$ cat src/rtl/dss_pkg.sv
// Shared constants and types for the line start-up sequencer
package dss_pkg;

  localparam int unsigned PAYLOAD_W      = 18;
  localparam int unsigned FIFO_DEPTH     = 16;
  localparam int unsigned FRAME_CNT_W    = 3;
  localparam int unsigned SYM_CNT_W      = 3;

  // Wake-tone lengths in frames for each line end
  localparam logic [FRAME_CNT_W-1:0] NT_TONE_FRAMES = 3'h6;
  localparam logic [FRAME_CNT_W-1:0] LT_TONE_FRAMES = 3'h2;

  // Quaternary symbol codes used while a tone is sent
  localparam logic [1:0] QUAT_POS3 = 2'h2;
  localparam logic [1:0] QUAT_NEG3 = 2'h0;

  // Forced 2B+D payload values
  localparam logic [PAYLOAD_W-1:0] PAYLOAD_ONES  = 18'h3ffff;
  localparam logic [PAYLOAD_W-1:0] PAYLOAD_ZEROS = 18'h00000;

  // Reset values
  localparam logic [FRAME_CNT_W-1:0] FRAME_CNT_RST = 3'h0;
  localparam logic [SYM_CNT_W-1:0]   SYM_CNT_RST   = 3'h0;

  // Gray coded along the user-end path
  typedef enum logic [2:0] {
    ST_RESET     = 3'h0,
    ST_TONE      = 3'h1,
    ST_SYNC_ONLY = 3'h3,
    ST_QUIET     = 3'h2,
    ST_READY     = 3'h6,
    ST_NORMAL    = 3'h7,
    ST_INSERTION_LOSS_TEST     = 3'h5
  } dss_state_e;

  typedef struct packed {
    logic                 sync_word;
    logic                 inverted_sync_word;
    logic                 overhead_ones;
    logic                 tone;
    logic                 enable;
    logic [1:0]           quat;
  } dss_tx_ctrl_s;

  typedef struct packed {
    dss_state_e             state;
    logic [FRAME_CNT_W-1:0] frame_cnt;
    logic [SYM_CNT_W-1:0]   sym_cnt;
    logic                   prev_signal;
    logic                   woke_by_tone;
    logic                   loopback_active;
    logic [PAYLOAD_W-1:0]   loop_data;
    logic [PAYLOAD_W-1:0]   line_data;
    logic                   line_valid;
    logic [PAYLOAD_W-1:0]   rx_data;
    logic                   rx_valid;
  } dss_core_s;

  typedef struct packed {
    logic [$clog2(FIFO_DEPTH):0]   count;
    logic [$clog2(FIFO_DEPTH)-1:0] wr_ptr;
    logic [$clog2(FIFO_DEPTH)-1:0] rd_ptr;
  } dss_fifo_s;

endpackage

$ cat src/rtl/dss_startup_seq.sv
// Start-up sequencer and 2B+D transparency control for a 2B1Q line end
`timescale 1ns/1ps
module dss_startup_seq (
  input  wire logic                           core_clk,
  input  wire logic                           rst,
  input  wire logic                           lt_mode,
  input  wire logic                           filter_reset_request,
  input  wire logic                           insertion_loss_test,
  input  wire logic                           tone_detect,
  input  wire logic                           startup_request,
  input  wire logic                           loopback_request,
  input  wire logic                           deactivate_request,
  input  wire logic                           transparency_block,
  input  wire logic                           frame_tick,
  input  wire logic                           sym_tick,
  input  wire logic                           line_signal_detect,
  input  wire logic                           train_done,
  input  wire logic                           sync_word_lock,
  input  wire logic                           zero_payload_detect,
  input  wire logic                           superframe_lock,
  input  wire logic [dss_pkg::PAYLOAD_W-1:0]  sys_tx_data,
  input  wire logic                           sys_tx_valid,
  output logic                                sys_tx_ready,
  input  wire logic                           line_tx_ready,
  output logic [dss_pkg::PAYLOAD_W-1:0]       line_tx_data,
  output logic                                line_tx_valid,
  input  wire logic [dss_pkg::PAYLOAD_W-1:0]  line_rx_data,
  input  wire logic                           line_rx_valid,
  output logic [dss_pkg::PAYLOAD_W-1:0]       sys_rx_data,
  output logic                                sys_rx_valid,
  output dss_pkg::dss_tx_ctrl_s               tx_ctrl,
  output dss_pkg::dss_state_e                 seq_state,
  output logic                                insertion_loss_test_active,
  output logic                                woke_by_tone,
  output logic                                loopback_active
);

  dss_pkg::dss_core_s st;
  dss_pkg::dss_core_s next_st;

  logic [dss_pkg::PAYLOAD_W-1:0] fifo_data;
  logic                          fifo_valid;
  logic [dss_pkg::FRAME_CNT_W-1:0] tone_limit;
  logic                          signal_fell;
  logic                          pass_payload;
  logic                          lt_zeros;
  logic [dss_pkg::PAYLOAD_W-1:0] forced_value;

  dss_fifo #(
    .WIDTH (dss_pkg::PAYLOAD_W),
    .DEPTH (dss_pkg::FIFO_DEPTH)
  ) u_fifo (
    .core_clk  (core_clk),
    .rst       (rst),
    .in_data   (sys_tx_data),
    .in_valid  (sys_tx_valid),
    .in_ready  (sys_tx_ready),
    .out_data  (fifo_data),
    .out_valid (fifo_valid),
    .out_ready (line_tx_ready)
  );

  assign tone_limit  = lt_mode ? dss_pkg::LT_TONE_FRAMES
                               : dss_pkg::NT_TONE_FRAMES;
  assign signal_fell = st.prev_signal && !line_signal_detect;

  // Payload forcing: loopback overrides the block, as the far end needs it
  assign pass_payload = (st.state == dss_pkg::ST_NORMAL) &&
                        !transparency_block;
  assign lt_zeros     = lt_mode && ((st.state == dss_pkg::ST_READY) ||
                                    (st.state == dss_pkg::ST_NORMAL));
  assign forced_value = lt_zeros ? dss_pkg::PAYLOAD_ZEROS
                                 : dss_pkg::PAYLOAD_ONES;

  always_comb
  begin
    next_st = st;
    next_st.prev_signal = line_signal_detect;
    next_st.line_valid  = 1'b0;
    next_st.rx_valid    = line_rx_valid;

    // Higher priority requests pre-empt the start-up sequence
    if (filter_reset_request)
    begin
      next_st.state           = dss_pkg::ST_RESET;
      next_st.frame_cnt       = dss_pkg::FRAME_CNT_RST;
      next_st.sym_cnt         = dss_pkg::SYM_CNT_RST;
      next_st.loopback_active = 1'b0;
    end
    else if (insertion_loss_test)
    begin
      next_st.state           = dss_pkg::ST_INSERTION_LOSS_TEST;
      next_st.loopback_active = 1'b0;
    end
    else
    begin
      case (st.state)
        dss_pkg::ST_RESET:
        begin
          next_st.frame_cnt = dss_pkg::FRAME_CNT_RST;
          next_st.sym_cnt   = dss_pkg::SYM_CNT_RST;
          if (tone_detect || startup_request)
          begin
            next_st.state        = dss_pkg::ST_TONE;
            next_st.woke_by_tone = tone_detect;
          end
        end
        dss_pkg::ST_TONE:
        begin
          if (sym_tick)
            next_st.sym_cnt = dss_pkg::SYM_CNT_W'(st.sym_cnt + 1'b1);
          if (frame_tick)
          begin
            if (st.frame_cnt == tone_limit - 1'b1)
            begin
              next_st.frame_cnt = dss_pkg::FRAME_CNT_RST;
              next_st.state = lt_mode ? dss_pkg::ST_QUIET
                                      : dss_pkg::ST_SYNC_ONLY;
            end
            else
              next_st.frame_cnt = dss_pkg::FRAME_CNT_W'(st.frame_cnt + 1'b1);
          end
        end
        dss_pkg::ST_SYNC_ONLY:
          if (train_done)
            next_st.state = lt_mode ? dss_pkg::ST_READY
                                    : dss_pkg::ST_QUIET;
        dss_pkg::ST_QUIET:
          if (lt_mode && signal_fell)
            next_st.state = dss_pkg::ST_SYNC_ONLY;
          else if (!lt_mode && sync_word_lock && zero_payload_detect)
            next_st.state = dss_pkg::ST_READY;
        dss_pkg::ST_READY:
          if (superframe_lock)
            next_st.state = dss_pkg::ST_NORMAL;
        dss_pkg::ST_NORMAL:
        begin
          // Loopback ranks below every start-up cause
          next_st.loopback_active = loopback_request && !startup_request &&
                                    !tone_detect;
          if (deactivate_request)
          begin
            next_st.state           = dss_pkg::ST_RESET;
            next_st.loopback_active = 1'b0;
          end
        end
        dss_pkg::ST_INSERTION_LOSS_TEST: next_st.state = dss_pkg::ST_RESET;
        default:           next_st.state = dss_pkg::ST_RESET;
      endcase
    end

    // Forced data still drains the FIFO, so the system side stalls only when line_tx_ready stays low until the FIFO fills
    if (line_tx_ready)
    begin
      next_st.line_valid = 1'b1;
      if (st.loopback_active && st.state == dss_pkg::ST_NORMAL)
        next_st.line_data = st.loop_data;
      else if (pass_payload && fifo_valid)
        next_st.line_data = fifo_data;
      else
        next_st.line_data = forced_value;
    end

    if (line_rx_valid)
    begin
      next_st.loop_data = line_rx_data;
      next_st.rx_data   = superframe_lock ? line_rx_data
                                          : dss_pkg::PAYLOAD_ONES;
    end
  end

  always_ff @(posedge core_clk or posedge rst)
  begin
    if (rst)
    begin
      st          <= '0;
      st.state    <= dss_pkg::ST_RESET;
      st.rx_data  <= dss_pkg::PAYLOAD_ONES;
    end
    else
      st <= next_st;
  end

  // Line transmitter control decoded from the state
  always_comb
  begin
    tx_ctrl = '0;
    case (st.state)
      dss_pkg::ST_TONE:
      begin
        tx_ctrl.enable = 1'b1;
        tx_ctrl.tone   = 1'b1;
        tx_ctrl.quat   = st.sym_cnt[2] ? dss_pkg::QUAT_NEG3
                                       : dss_pkg::QUAT_POS3;
      end
      dss_pkg::ST_SYNC_ONLY:
      begin
        tx_ctrl.enable        = 1'b1;
        tx_ctrl.sync_word     = 1'b1;
        tx_ctrl.overhead_ones = 1'b1;
      end
      dss_pkg::ST_READY:
      begin
        tx_ctrl.enable             = 1'b1;
        tx_ctrl.sync_word          = 1'b1;
        tx_ctrl.inverted_sync_word = lt_mode;
        tx_ctrl.overhead_ones      = !lt_mode;
      end
      dss_pkg::ST_NORMAL:
      begin
        tx_ctrl.enable             = 1'b1;
        tx_ctrl.sync_word          = 1'b1;
        tx_ctrl.inverted_sync_word = 1'b1;
      end
      default: tx_ctrl = '0;
    endcase
  end

  assign seq_state       = st.state;
  assign insertion_loss_test_active    = (st.state == dss_pkg::ST_INSERTION_LOSS_TEST);
  assign woke_by_tone    = st.woke_by_tone;
  assign loopback_active = st.loopback_active;
  assign line_tx_data    = st.line_data;
  assign line_tx_valid   = st.line_valid;
  assign sys_rx_data     = st.rx_data;
  assign sys_rx_valid    = st.rx_valid;

  property p_tone_pattern;
    @(posedge core_clk) disable iff (rst)
    tx_ctrl.tone |-> (tx_ctrl.quat == (st.sym_cnt[2] ? 2'h0 : 2'h2)) &&
                     !tx_ctrl.sync_word;
  endproperty
  a_tone_pattern: assert property (p_tone_pattern)
    else $error("tone symbol wrong or sync word present");

  property p_tone_len;
    @(posedge core_clk) disable iff (rst)
    (st.state == dss_pkg::ST_TONE && frame_tick && !filter_reset_request &&
     !insertion_loss_test && st.frame_cnt == (lt_mode ? 3'h1 : 3'h5))
    |=> st.state != dss_pkg::ST_TONE;
  endproperty
  a_tone_len: assert property (p_tone_len)
    else $error("tone did not end at its frame count");

  property p_sync_only;
    @(posedge core_clk) disable iff (rst)
    st.state == dss_pkg::ST_SYNC_ONLY |->
      tx_ctrl.sync_word && !tx_ctrl.inverted_sync_word &&
      tx_ctrl.overhead_ones;
  endproperty
  a_sync_only: assert property (p_sync_only)
    else $error("sync-only pattern malformed");

  property p_lt_zero;
    @(posedge core_clk) disable iff (rst)
    (lt_mode && st.state == dss_pkg::ST_READY && line_tx_ready)
    |=> line_tx_data == 18'h00000 && tx_ctrl.inverted_sync_word;
  endproperty
  a_lt_zero: assert property (p_lt_zero)
    else $error("zero-payload pattern not zero");

  property p_nt_block;
    @(posedge core_clk) disable iff (rst)
    (!lt_mode && transparency_block && !st.loopback_active && line_tx_ready)
    |=> line_tx_data == 18'h3ffff;
  endproperty
  a_nt_block: assert property (p_nt_block)
    else $error("upstream payload not forced to ones");

  property p_normal_hold;
    @(posedge core_clk) disable iff (rst)
    (st.state == dss_pkg::ST_NORMAL && !deactivate_request &&
     !filter_reset_request && !insertion_loss_test)
    |=> st.state == dss_pkg::ST_NORMAL;
  endproperty
  a_normal_hold: assert property (p_normal_hold)
    else $error("normal pattern left without deactivation");

  property p_reset_first;
    @(posedge core_clk) disable iff (rst)
    filter_reset_request |=> st.state == dss_pkg::ST_RESET;
  endproperty
  a_reset_first: assert property (p_reset_first)
    else $error("filter reset did not win");

  property p_nt_silent;
    @(posedge core_clk) disable iff (rst)
    (!lt_mode && st.state == dss_pkg::ST_QUIET) |-> !tx_ctrl.enable;
  endproperty
  a_nt_silent: assert property (p_nt_silent)
    else $error("user end transmits while silent");

  property p_lt_t3;
    @(posedge core_clk) disable iff (rst)
    (lt_mode && st.state == dss_pkg::ST_QUIET && $fell(line_signal_detect) &&
     !filter_reset_request && !insertion_loss_test)
    |=> st.state == dss_pkg::ST_SYNC_ONLY ##0 tx_ctrl.sync_word;
  endproperty
  a_lt_t3: assert property (p_lt_t3)
    else $error("network did not answer silence");

  property p_rx_pass;
    @(posedge core_clk) disable iff (rst)
    (line_rx_valid && superframe_lock) |=> sys_rx_data == $past(line_rx_data)
      && sys_rx_valid;
  endproperty
  a_rx_pass: assert property (p_rx_pass)
    else $error("received payload not passed after lock");

endmodule

$ cat src/rtl/dss_fifo.sv
// Upstream payload FIFO with valid/ready on both sides
`timescale 1ns/1ps
module dss_fifo #(
  parameter int unsigned WIDTH = dss_pkg::PAYLOAD_W,
  parameter int unsigned DEPTH = dss_pkg::FIFO_DEPTH
) (
  input  wire logic             core_clk,
  input  wire logic             rst,
  input  wire logic [WIDTH-1:0] in_data,
  input  wire logic             in_valid,
  output logic                  in_ready,
  output logic [WIDTH-1:0]      out_data,
  output logic                  out_valid,
  input  wire logic             out_ready
);

  localparam int unsigned AW = $clog2(DEPTH);
  localparam logic [AW:0] FULL_COUNT = (AW+1)'(DEPTH);

  logic [WIDTH-1:0] mem [DEPTH];
  dss_pkg::dss_fifo_s st;
  dss_pkg::dss_fifo_s next_st;
  logic push;
  logic pop;

  assign in_ready  = (st.count != FULL_COUNT);
  assign out_valid = (st.count != '0);
  assign out_data  = mem[st.rd_ptr];
  assign push      = in_valid && in_ready;
  assign pop       = out_valid && out_ready;

  always_comb
  begin
    next_st = st;
    if (push)
    begin
      next_st.wr_ptr = AW'(st.wr_ptr + 1'b1);
    end
    if (pop)
    begin
      next_st.rd_ptr = AW'(st.rd_ptr + 1'b1);
    end
    case ({push, pop})
      2'b10:   next_st.count = (AW+1)'(st.count + 1'b1);
      2'b01:   next_st.count = (AW+1)'(st.count - 1'b1);
      default: next_st.count = st.count;
    endcase
  end

  always_ff @(posedge core_clk or posedge rst)
  begin
    if (rst)
    begin
      st <= '0;
    end
    else
    begin
      st <= next_st;
    end
  end

  // Storage carries no reset; only the count defines what is valid
  always_ff @(posedge core_clk)
  begin
    if (push)
    begin
      mem[st.wr_ptr] <= in_data;
    end
  end

endmodule

$ cat config.mk
export PLATFORM = sky130hd
export DESIGN_NAME = dss_startup_seq
export DESIGN_NICKNAME = d
export VERILOG_FILES = /design/src/rtl/dss_pkg.sv /design/src/rtl/dss_startup_seq.sv /design/src/rtl/dss_fifo.sv
export SDC_FILE = /design/constraint.sdc
export NUM_CORES = 1
export LEC_CHECK = 0
export ABC_AREA = 1
export BUFFER_PORTS_ARGS = -buffer_cell sky130_fd_sc_hd__buf_2
export CELL_PAD_IN_SITES_DETAIL_PLACEMENT = 1
export CELL_PAD_IN_SITES_GLOBAL_PLACEMENT = 1
export CORE_UTILIZATION = 52
export CTS_CLUSTER_SIZE = 12
export DETAILED_ROUTE_END_ITERATION = 8
export PLACE_DENSITY = 0.87
export SYNTH_ARGS = -nofsm -noshare
export SYNTH_HDL_FRONTEND = slang
export SYNTH_SLANG_ARGS = --single-unit
$ cat constraint.sdc
create_clock -name core_clk -period 4 [get_ports core_clk]
set_clock_uncertainty 0.1 [all_clocks]
set_input_delay 0 -clock core_clk [delete_from_list [all_inputs] [get_ports core_clk]]
set_output_delay 0 -clock core_clk [all_outputs]
set_load 0.01 [all_outputs]
==> results of run 1 <==
-- worst paths after layout --
check                                                  from                     endpoint  slack [ps]  cells past startpoint
worst max-delay path               seq_state[2]$_DFFE_PP0P_     seq_state[1]$_DFFE_PP0P_          20                     14
worst min-delay path                                    rst           st[50]$_DFFE_PP0P_          70                      3
worst max register to register     seq_state[2]$_DFFE_PP0P_     seq_state[1]$_DFFE_PP0P_          20                     14
worst min register to register  sys_rx_data[12]$_DFFE_PP1P_  sys_rx_data[12]$_DFFE_PP1P_         400                      2
max in group asynchronous                               rst   sys_rx_data[6]$_DFFE_PP1P_        2640                      4
min in group core_clk                    line_signal_detect             st[58]$_DFF_PP0_          70                      2
-- routing by layer --
layer | wire [um] | vias to the layer above
li1 | - | 5322
met2 | 26700 | 735
met1 | 19700 | 6224
met5 | 0 | -
met4 | 3280 | 0
met3 | 4190 | 226
-- critical path: cells and delay by family, from the launching register on --
kind,cells,cell delay (ps)
flip-flops,1,470
AO/OA/AOI/OAI,1,190
buffers and inverters,6,2450
AND/OR/NAND/NOR,7,630
-- through the flow --
step           TNS [ps]  cell area, sq um  std cells  worst slack, ps  total power, mW
2_1_floorplan         0             15900       1531             1690             7.19
3_3_place_gp          0             16600       1939             1330             8.20
3_5_place_dp          0             16600       1939             1210             8.43
4_1_cts               0             18600       2090             92.7             12.1
5_1_grt           -7.38             18600       2095            -7.38             12.7
6_report              0             18600       2096             20.2             12.3
-- synthesized netlist by cell type, drive strengths merged, types with 18 or more instances --
library cell  number  area share (%)
nor2              94             2.3
a21oi             25            0.86
o21ai             71             2.2
inv              130             3.1
dfrtp             63             9.9
nand2            510              12
o211ai            20            0.94
dfstp             18             3.0
clkbuf            28            0.66
edfxtp           288              54
buf               80             3.2
nand3            143             4.5
-- flip-flops by register name (all words and copies together) (netlist names), 3 cells and up --
name and count:
seq_state 3, sys_rx_data 18, st 25, u_fifo.st 13, u_fifo.mem 288, line_tx_data 18
-- final cells by class --
cell class,instances,share of cell area [%]
sequential,369,57.4
multi-input combinational,922,22.7
timing repair buffer,210,8.16
clock buffer,63,6.16
inverter,132,2.67
tap,390,2.62
clock inverter,9,0.289
antenna,1,0.0134
-- what timing repair did --
| item | CTS | global route |
|---|---|---|
| hold buffers | 79 | 0 |
| resized for setup | 0 | 10 |
| buffers inserted | 0 | 5 |
| setup endpoints to repair | 0 | 1 |
| endpoints found under the hold margin | 386 | 0 |
-- cells in the final DEF, fill, tap and decap left out, types with 20 or more instances in the layout --
cell type,Yosys,routed
buf_4,43,24
nor2_1,90,73
o211ai_1,20,20
inv_1,127,124
a21oi_1,24,24
dlygate4sd3_1,0,79
buf_2,33,106
edfxtp_1,288,288
dfrtp_1,63,59
o21ai_0,54,54
nand2_1,510,507
clkbuf_16,0,41
nand3_1,143,142
-- power groups by stage --
stage | Sequential, mW | Clock, mW | Combinational (mW)
6_report | 4.92 | 3.54 | 3.81
3_5_place_dp | 4.95 | 0 | 3.47
4_1_cts | 4.89 | 3.50 | 3.67
2_1_floorplan | 4.78 | 0 | 2.41
5_1_grt | 4.94 | 3.67 | 4.10
3_3_place_gp | 4.92 | 0 | 3.29
-- kinds of logic after synthesis --
group / after synthesis / share of synthesized area, %
AO/OA/AOI/OAI: 126 / 4.47
XOR/XNOR: 15 / 0.824
adder cells (fa/ha/maj): 12 / 0.942
buffers and inverters: 240 / 6.92
flip-flops: 369 / 67.1
other: 1 / 0.0235
AND/OR/NAND/NOR: 768 / 19.7
==> summary.md, run 1 <==
| Metric | Value |
|---|---|
| Max stage delay on crit path | between 500 and 600 ps |
| Post-synth top flop | edfxtp_1 |
| Length of the first detailed-routing pass in iterations | 5 |
| Met3 GRT Util | roughly 6.1% |
| Master of the slowest instance on the critical path | dlygate4sd3_1 |
| Psw | 4.66 mW |
| Worst hold slack | between 60 and 70 ps |
| Sequential Power Share | 40.1% |
| CP arrival | ~4300 ps |
| Share of layout cells above drive strength 1 | between 10 and 15% |
| Vias/cell | 5.97 |
| H-tree Lvls | 2 |
| Vias in the first global route | approximately 14000 |
| Register area | around 0.011 sq mm |
| TritonCTS buffer count | 40 |
| Clock Latency Late Sink | 550 ps |
| Least-Margin Pin Slew | ~970 ps |
| CTS tree | built |
| Max cap viols | 0 |
| Post-Route Utilization | between 60% and 70% |
| Max Root-Sink Buffers | 3 |
| Total number of vias | ~13000 |
| Clock transition at path regs | roughly 80 ps |
| CP Class | reg2reg |
| CTS Sinks | 369 |
| Comb power frac | 31.1% |
| Syn. warnings | 0 |
| Post-synth net total | 1599 |
| HPWL reported at the end of detailed placement | 27500 um |
| CP dominant cell by count | dlygate4sd3_1 |
| Layout fillers | between 3000 and 4000 |
| Post-layout nets | about 1700 |
| Final estimated routing congestion in global placement | 0.806 |
| #FFs+latches synth | roughly 370 |
| Multi-input logic area | about 0.0042 sq mm |
| Internal | 7.62 mW |
| Die area | approximately 0.031 sq mm |
| Post-synth ARST share | 22.0% |
| # setup viols final | 0 |
| Worst Setup Start Kind | flip-flop |
| Post-route ant nets | 0 |
| Met1 Use GR | around two fifths |
| F_max | between 0.2 and 0.3 GHz |
| Syn Area/Cell | approximately 10 sq um |
| WP data required | ~4300 ps |
| Synthesis-to-layout area growth | 17.0% |
| Height of the die | between 150 and 200 um |
| Total wire length after detailed routing | 53900 um |
| All-Layer GR Usage | between 30% and 40% |
| Die W | approximately 180 um |
| Setup crit end kind | flip-flop |
| Period utilization | 99.5% |
| Peak VDD IR | 0.532 mV |
| Max Transition Viols Final | 0 |
| Largest net degree at the start of global routing | 111 |
| DR WL/cell | 25.7 um |
| Leakage | 7.67 nW |
| Pwr dens | approximately 660 mW/mm^2 |
| Fin. Hold Viols | 0 |
| Cell variety after synth | 34 |
| Grt ovf | 0 |
| Crit-path max FO | 7 |
| Critical Path, Cell by Cell | inv_2, nand2_2, inv_1, nand2_2, o22ai_1, nor2_1, dlygate4sd3_1, nand3_2, dlygate4sd3_1, nand2_1, nand2_1, dlygate4sd3_1, nand2_1, dlygate4sd3_1 |
| Num rows | between 60 and 70 |
| Grt met2 use | roughly 59% |
| Part of the Yosys area used for sequential elements | around two thirds |
| Antenna violations before repair | 1 |
| Net Sw Frac | between 30% and 40% |
| First-pass GRT wire length | approximately 80000 um |
| Post-synth EDFFs | ~290 |
| GRT busiest layer | met2 |
| Min cycle time layout | 3980 ps |
| Port Buffers | approximately 110 |
| Post-Syn Instances | around 1500 |
| I/O pin cnt | about 110 |
| Residual DRC | 0 |
| Share of power burned in the clock network | between 20% and 30% |
| Cell area after synthesis | about 0.016 sq mm |
| Hold Crit Class | in2async |
| Slew headroom | a little over a third |
| Status | finished clean |
| Iter 0 DRT Violations | 1191 |
| Core Area | 0.0299 sq mm |
| Effective utilization at floorplan | between 50% and 60% |
| Root buffer cell | clkbuf_16 |
(Power assumes the default switching activity.)
==> run 2: changes to the inputs <==
--- a/config.mk
+++ b/config.mk
@@ -9,10 +9,12 @@
 export BUFFER_PORTS_ARGS = -buffer_cell sky130_fd_sc_hd__buf_2
 export CELL_PAD_IN_SITES_DETAIL_PLACEMENT = 1
 export CELL_PAD_IN_SITES_GLOBAL_PLACEMENT = 1
-export CORE_UTILIZATION = 52
+export CORE_MARGIN = 10
+export CORE_UTILIZATION = 48
 export CTS_CLUSTER_SIZE = 12
 export DETAILED_ROUTE_END_ITERATION = 8
-export PLACE_DENSITY = 0.87
+export GPL_ROUTABILITY_DRIVEN = 1
+export PLACE_DENSITY = 0.82
 export SYNTH_ARGS = -nofsm -noshare
 export SYNTH_HDL_FRONTEND = slang
 export SYNTH_SLANG_ARGS = --single-unit
==> constraint.sdc (replaced) <==
create_clock -name core_clk -period 4.4 [get_ports core_clk]
set_clock_uncertainty 0.1 [all_clocks]
set_input_delay 0 -clock core_clk [delete_from_list [all_inputs] [get_ports core_clk]]
set_output_delay 0 -clock core_clk [all_outputs]
set_load 0.01 [all_outputs]
==> summary.md, run 2 (synthesis results as in run 1) <==
| Metric | Value |
|---|---|
| Height of the die | between 200 and 250 um |
| Max FFs per register | 288 |
| CTS Sinks | roughly 370 |
| Slew headroom | between 30 and 40% |
| All-Layer GR Usage | between 20 and 25% |
| Grt ovf | 0 |
| Largest regs | u_fifo.mem x288, st x25 |
| Most flops, register | u_fifo.mem |
| Largest net degree at the start of global routing | 167 |
| DR WL/cell | about 22 um |
| Multi-input logic area | roughly 0.0042 sq mm |
| Clock transition at path regs | 70 ps |
| First-pass GRT wire length | 73400 um |
| R2r setup slk | around 1600 ps |
| Worst Setup Start Kind | flip-flop |
| Vias in the first global route | approximately 12000 |
| Fin Setup TNS | 0 ps |
| Comb power frac | 30.8% |
| Clock Latency Late Sink | between 500 and 600 ps |
| Iter 0 DRT Violations | about 910 |
| Worst Setup SP | u_fifo.st[1]$_DFFE_PP0P_ |
| CP arrival | between 3000 and 4000 ps |
| CTS Hold Buffers Added | between 60 and 70 |
| Die W | approximately 200 um |
| Length of the first detailed-routing pass in iterations | 5 |
| CP Class | reg2reg |
| Post-layout nets | 1727 |
| Residual DRC | 0 |
| # setup viols final | 0 |
| Resize count post-CTS | 0 |
| HPWL reported at the end of detailed placement | around 27000 um |
| Worst reg2reg startpoint | u_fifo.st[1]$_DFFE_PP0P_ |
| Status | finished, violations left |
| Post-route ant nets | 0 |
| Least-Margin Pin Slew | between 900 and 1000 ps |
| Pwr dens | 589 mW/mm^2 |
| F_max | 0.357 GHz |
| CP Capture Point | line_tx_data[9]$_DFFE_PP0P_ |
| H-tree Lvls | 2 |
| Crit-path max FO | 40 |
| WP data required | 4690 ps |
| Core Area | 0.0326 sq mm |
| Peak VDD IR | approximately 0.43 mV |
| Layout fillers | 3498 |
| Total wire length after detailed routing | about 48000 um |
| Period utilization | a little under two thirds |
| Leakage | roughly 7.6 nW |
| R2R depth | 11 |
| Hold Crit Class | in2reg |
| Setup crit end kind | flip-flop |
| I/O pin cnt | between 100 and 150 |
| Violated checks | hold timing |
| Internal | ~7.0 mW |
| Hold Crit Start | sym_tick |
| Port Buffers | 106 |
| Max Transition Viols Final | 0 |
| Max Root-Sink Buffers | 3 |
| Psw | roughly 3.9 mW |
| Share of power burned in the clock network | 29.4% |
| CTS tree | built |
| Most common cell after layout, fill and taps aside | nand2_1 |
| RSZ-0062 raised after global routing | false |
| Vias/cell | approximately 5.4 |
| Worst hold slack | -28.3 ps |
| RR Endpoint | line_tx_data[9]$_DFFE_PP0P_ |
| Synthesis-to-layout area growth | 16.5% |
| Register area | approximately 0.011 sq mm |
| Post-CTS setup buffers | 0 |
| Total number of vias | 11600 |
| Root buffer cell | clkbuf_16 |
| Final estimated routing congestion in global placement | between 0.8 and 0.9 |
| Die area | approximately 0.041 sq mm |
| Effective utilization at floorplan | about half |
| Fin. Hold Viols | 2 |
| Net Sw Frac | 36.1% |
| Most frequent cells in the layout | nand2_1, edfxtp_1, nand3_1 |
| Max cap viols | 0 |
| Num rows | 66 |
| Post-Route Utilization | 56.9% |
| Antenna violations before repair | 2 |
| TritonCTS buffer count | 40 |
| Share of layout cells above drive strength 1 | between 10% and 20% |
| Sequential Power Share | between 30% and 40% |
| Min cycle time layout | about 2800 ps |
[run 2: per-stage QoR]
| step | cell area, sq um | total power, mW | worst slack (ps) | hold slack [ps] | instances |
|---|---|---|---|---|---|
| 6_report | 18600 | 10.9 | 1600 | -28.3 | 2131 |
| 4_1_cts | 18600 | 11.0 | 1610 | 5.82 | 2130 |
| 3_3_place_gp | 16700 | 7.47 | 1840 | -47.5 | 1993 |
| 2_1_floorplan | 15900 | 6.53 | 2090 | -68.6 | 1531 |
| 3_5_place_dp | 16700 | 7.65 | 1740 | -48.3 | 1993 |
| 5_1_grt | 18600 | 11.5 | 1400 | 50.0 | 2130 |
[run 2: metal layers]
metal	GRT usage (%)	vias up	share of wire, %
li1	-	5295	-
met1	28.3	5796	40
met2	39.5	409	50
met3	3.82	101	6.4
met4	8.53	2	3.3
met5	0	-	0.015
[run 2: cell type report]
type,instances,area share (%)
Sequential cell,369,57.6
Multi-Input combinational cell,922,22.7
Timing Repair Buffer,194,7.37
Clock buffer,59,6.04
Tap cell,442,2.98
Inverter,132,2.68
Clock inverter,12,0.620
Antenna cell,1,0.0135
[run 2: power by group through the flow]
stage	registers (mW)	clock network [mW]	logic, mW
floorplan	4.34	0	2.19
global placement	4.39	0	3.08
detailed placement	4.41	0	3.24
CTS	4.35	3.26	3.36
global route	4.39	3.40	3.71
finish	4.36	3.21	3.36
[run 2: how the worst min path moves through the flow]
stage / slack [ps] / end / cells after the start
6_report: -30 / st[61]$_DFFE_PP0P_ / 6
4_1_cts: 6 / st[61]$_DFFE_PP0P_ / 6
2_1_floorplan: -70 / line_tx_valid$_DFF_PP0_ / 0
3_3_place_gp: -50 / st[58]$_DFF_PP0_ / 2
5_1_grt: 50 / st[61]$_DFFE_PP0P_ / 5
3_5_place_dp: -50 / st[61]$_DFFE_PP0P_ / 2
[run 2: critical path, cell delays in order (launching register included)]
cell	delay, ps
dfrtp_1	610
inv_2	470
buf_4	540
nor2_1	110
o21ai_1	90
nand3_1	90
nand2_1	110
nand2_1	110
nand2_1	80
nand2_1	70
nand2_1	110
nand2_1	130
==> run 3: changes to the inputs <==
==> constraint.sdc (replaced) <==
create_clock -name core_clk -period 2.9 [get_ports core_clk]
set_clock_uncertainty 0.1 [all_clocks]
set_input_delay 0 -clock core_clk [delete_from_list [all_inputs] [get_ports core_clk]]
set_output_delay 0 -clock core_clk [all_outputs]
set_load 0.01 [all_outputs]
==> summary.md, run 3 (synthesis results as in run 1) <==
| Metric | Value |
|---|---|
| Num rows | between 60 and 70 |
| CTS tree | built |
| # setup viols final | 0 |
| F_max | between 0.3 and 0.4 GHz |
| Tot Pwr | approximately 17 mW |
| RSZ-0062 raised after global routing | false |
| Residual DRC | 0 |
| Total number of vias | 11700 |
| Status | finished clean |
| Max stage delay on crit path | 570 ps |
| Clock transition at path regs | 60 ps |
| Grt ovf | 0 |
| Master of the slowest instance on the critical path | dlygate4sd3_1 |
| Antenna violations before repair | 1 |
| WP data required | between 3000 and 4000 ps |
| DR WL/cell | between 20 and 25 um |
| H-tree Lvls | 2 |
| Hold Crit Class | in2reg |
| Peak VDD IR | roughly 0.62 mV |
| Share of layout cells above drive strength 1 | between 10% and 20% |
| First-pass GRT wire length | about 74000 um |
| Most frequent cells in the layout | nand2_1, edfxtp_1, nand3_1 |
| Slew headroom | around half |
| CP dominant cell by count | dlygate4sd3_1 |
| Critical Path, Cell by Cell | nand2_1, nor2_2, inv_1, nor2_1, nand3_1, dlygate4sd3_1, a21oi_1, dlygate4sd3_1 |
| All-Layer GR Usage | 23.1% |
| Max Root-Sink Buffers | 3 |
| Vias/cell | between 5 and 6 |
| Root buffer cell | clkbuf_16 |
| Most common cell after layout, fill and taps aside | nand2_1 |
| Length of the first detailed-routing pass in iterations | 5 |
| Fin. Hold Viols | 0 |
| Height of the die | 202 um |
| Max cap viols | 0 |
| Final estimated routing congestion in global placement | 0.819 |
| HPWL reported at the end of detailed placement | ~29000 um |
| CP bufs+invs | 3 |
| Worst Setup Start Kind | flip-flop |
| CP Class | reg2reg |
| Leakage | just under 8 nW |
| Post-layout nets | around 1800 |
| Largest net degree at the start of global routing | approximately 170 |
| Resize count post-CTS | 0 |
| Setup crit end kind | flip-flop |
| I/O pin cnt | 108 |
| CTS Sinks | about 370 |
| Crit-path max FO | 9 |
| Most flops, register | u_fifo.mem |
| Post-route ant nets | 0 |
| Iter 0 DRT Violations | 882 |
| Post-CTS setup buffers | 0 |
| Effective utilization at floorplan | slightly below 50% |
| Cell family with most CP delay | buffers and inverters |
| Period utilization | between 90% and 100% |
| Synthesis-to-layout area growth | 18.3% |
| Die area | about 0.041 sq mm |
| Port Buffers | roughly 110 |
| Least-Margin Pin Slew | 777 ps |
| Core Area | 0.0326 sq mm |
| Max FFs per register | between 200 and 300 |
| Total wire length after detailed routing | between 40000 and 50000 um |
| TritonCTS buffer count | 40 |
| Min cycle time layout | about 2700 ps |
| CP arrival | 3060 ps |
| Fin Setup TNS | 0 ps |
| Pwr dens | between 800 and 900 mW/mm^2 |
| CTS Hold Buffers Added | 73 |
| Max Transition Viols Final | 0 |
| Clock Latency Late Sink | around 530 ps |
| Largest regs | u_fifo.mem x288, st x25 |
| Die W | between 200 and 250 um |
| Vias in the first global route | about 13000 |
run 3: cell count changes in the layout (fill, tap and decap cells not counted), sizes merged:
cell / before / now
buf: 128 / 155
dlygate4sd3: 66 / 73
inv: 131 / 128
clkbuf: 59 / 61
bufinv: 2 / 1
diode: 1 / 2
run 3: final cells by class:
| cell class | count | area, sq um |
|---|---|---|
| clock inverter | 8 | 61.3 |
| timing repair buffer | 228 | 1700 |
| inverter | 132 | 498 |
| fill | 3480 | 13800 |
| sequential | 369 | 10700 |
| tap | 442 | 553 |
| clock buffer | 61 | 1150 |
| multi-input combinational | 922 | 4180 |
| antenna | 2 | 5.00 |
run 3: stage by stage:
stage	util [%]	instance area, sq um	hold slack, ps	worst slack [ps]	std cells
floorplan	-	15900	-68.6	593	1531
global placement	51.8	16900	-88.5	581	2020
detailed placement	51.8	16900	-92.0	496	2020
CTS	57.8	18800	13.4	239	2162
global route	57.8	18800	52.2	43.7	2163
finish	57.8	18900	24.0	188	2164
run 3: worst paths after layout:
| kind | cells after the start | to | start | slack (ps) |
|---|---|---|---|---|
| worst max-delay path | 8 | loopback_active$_DFFE_PP0P_ | seq_state[1]$_DFFE_PP0P_ | 190 |
| worst max register to register | 8 | loopback_active$_DFFE_PP0P_ | seq_state[1]$_DFFE_PP0P_ | 190 |
| max in group asynchronous | 5 | sys_rx_data[13]$_DFFE_PP1P_ | rst | 1390 |
| worst min register to register | 2 | line_tx_data[0]$_DFFE_PP0P_ | line_tx_data[0]$_DFFE_PP0P_ | 390 |
| worst min-delay path | 6 | seq_state[0]$_DFFE_PP0P_ | sync_word_lock | 20 |
| min in group asynchronous | 4 | st[60]$_DFFE_PP0P_ | rst | 470 |
run 3: routing by layer:
layer  GRT usage, %  wire length [um]  vias up
li1               -                 -     5356
met1           27.8             19400     5857
met2           41.0             24300      368
met3           3.58              2450       91
met4           8.26              1450        0
met5              0                 0        -
run 3: worst reg2reg max path: stages, from the launching register on:
cell and delay, ps:
dfrtp_1 530, nand2_1 170, nor2_2 170, inv_1 130
nor2_1 200, nand3_1 90, dlygate4sd3_1 560, a21oi_1 110
dlygate4sd3_1 570
run 3: where the power goes:
| part | total [mW] | switching [mW] | leakage (nW) | internal, mW |
|---|---|---|---|---|
| registers | 6.60 | 0.276 | 3.54 | 6.32 |
| logic | 5.39 | 3.77 | 3.67 | 1.62 |
| clock network | 4.81 | 2.00 | 0.594 | 2.80 |
| total | 16.8 | 6.04 | 7.80 | 10.7 |
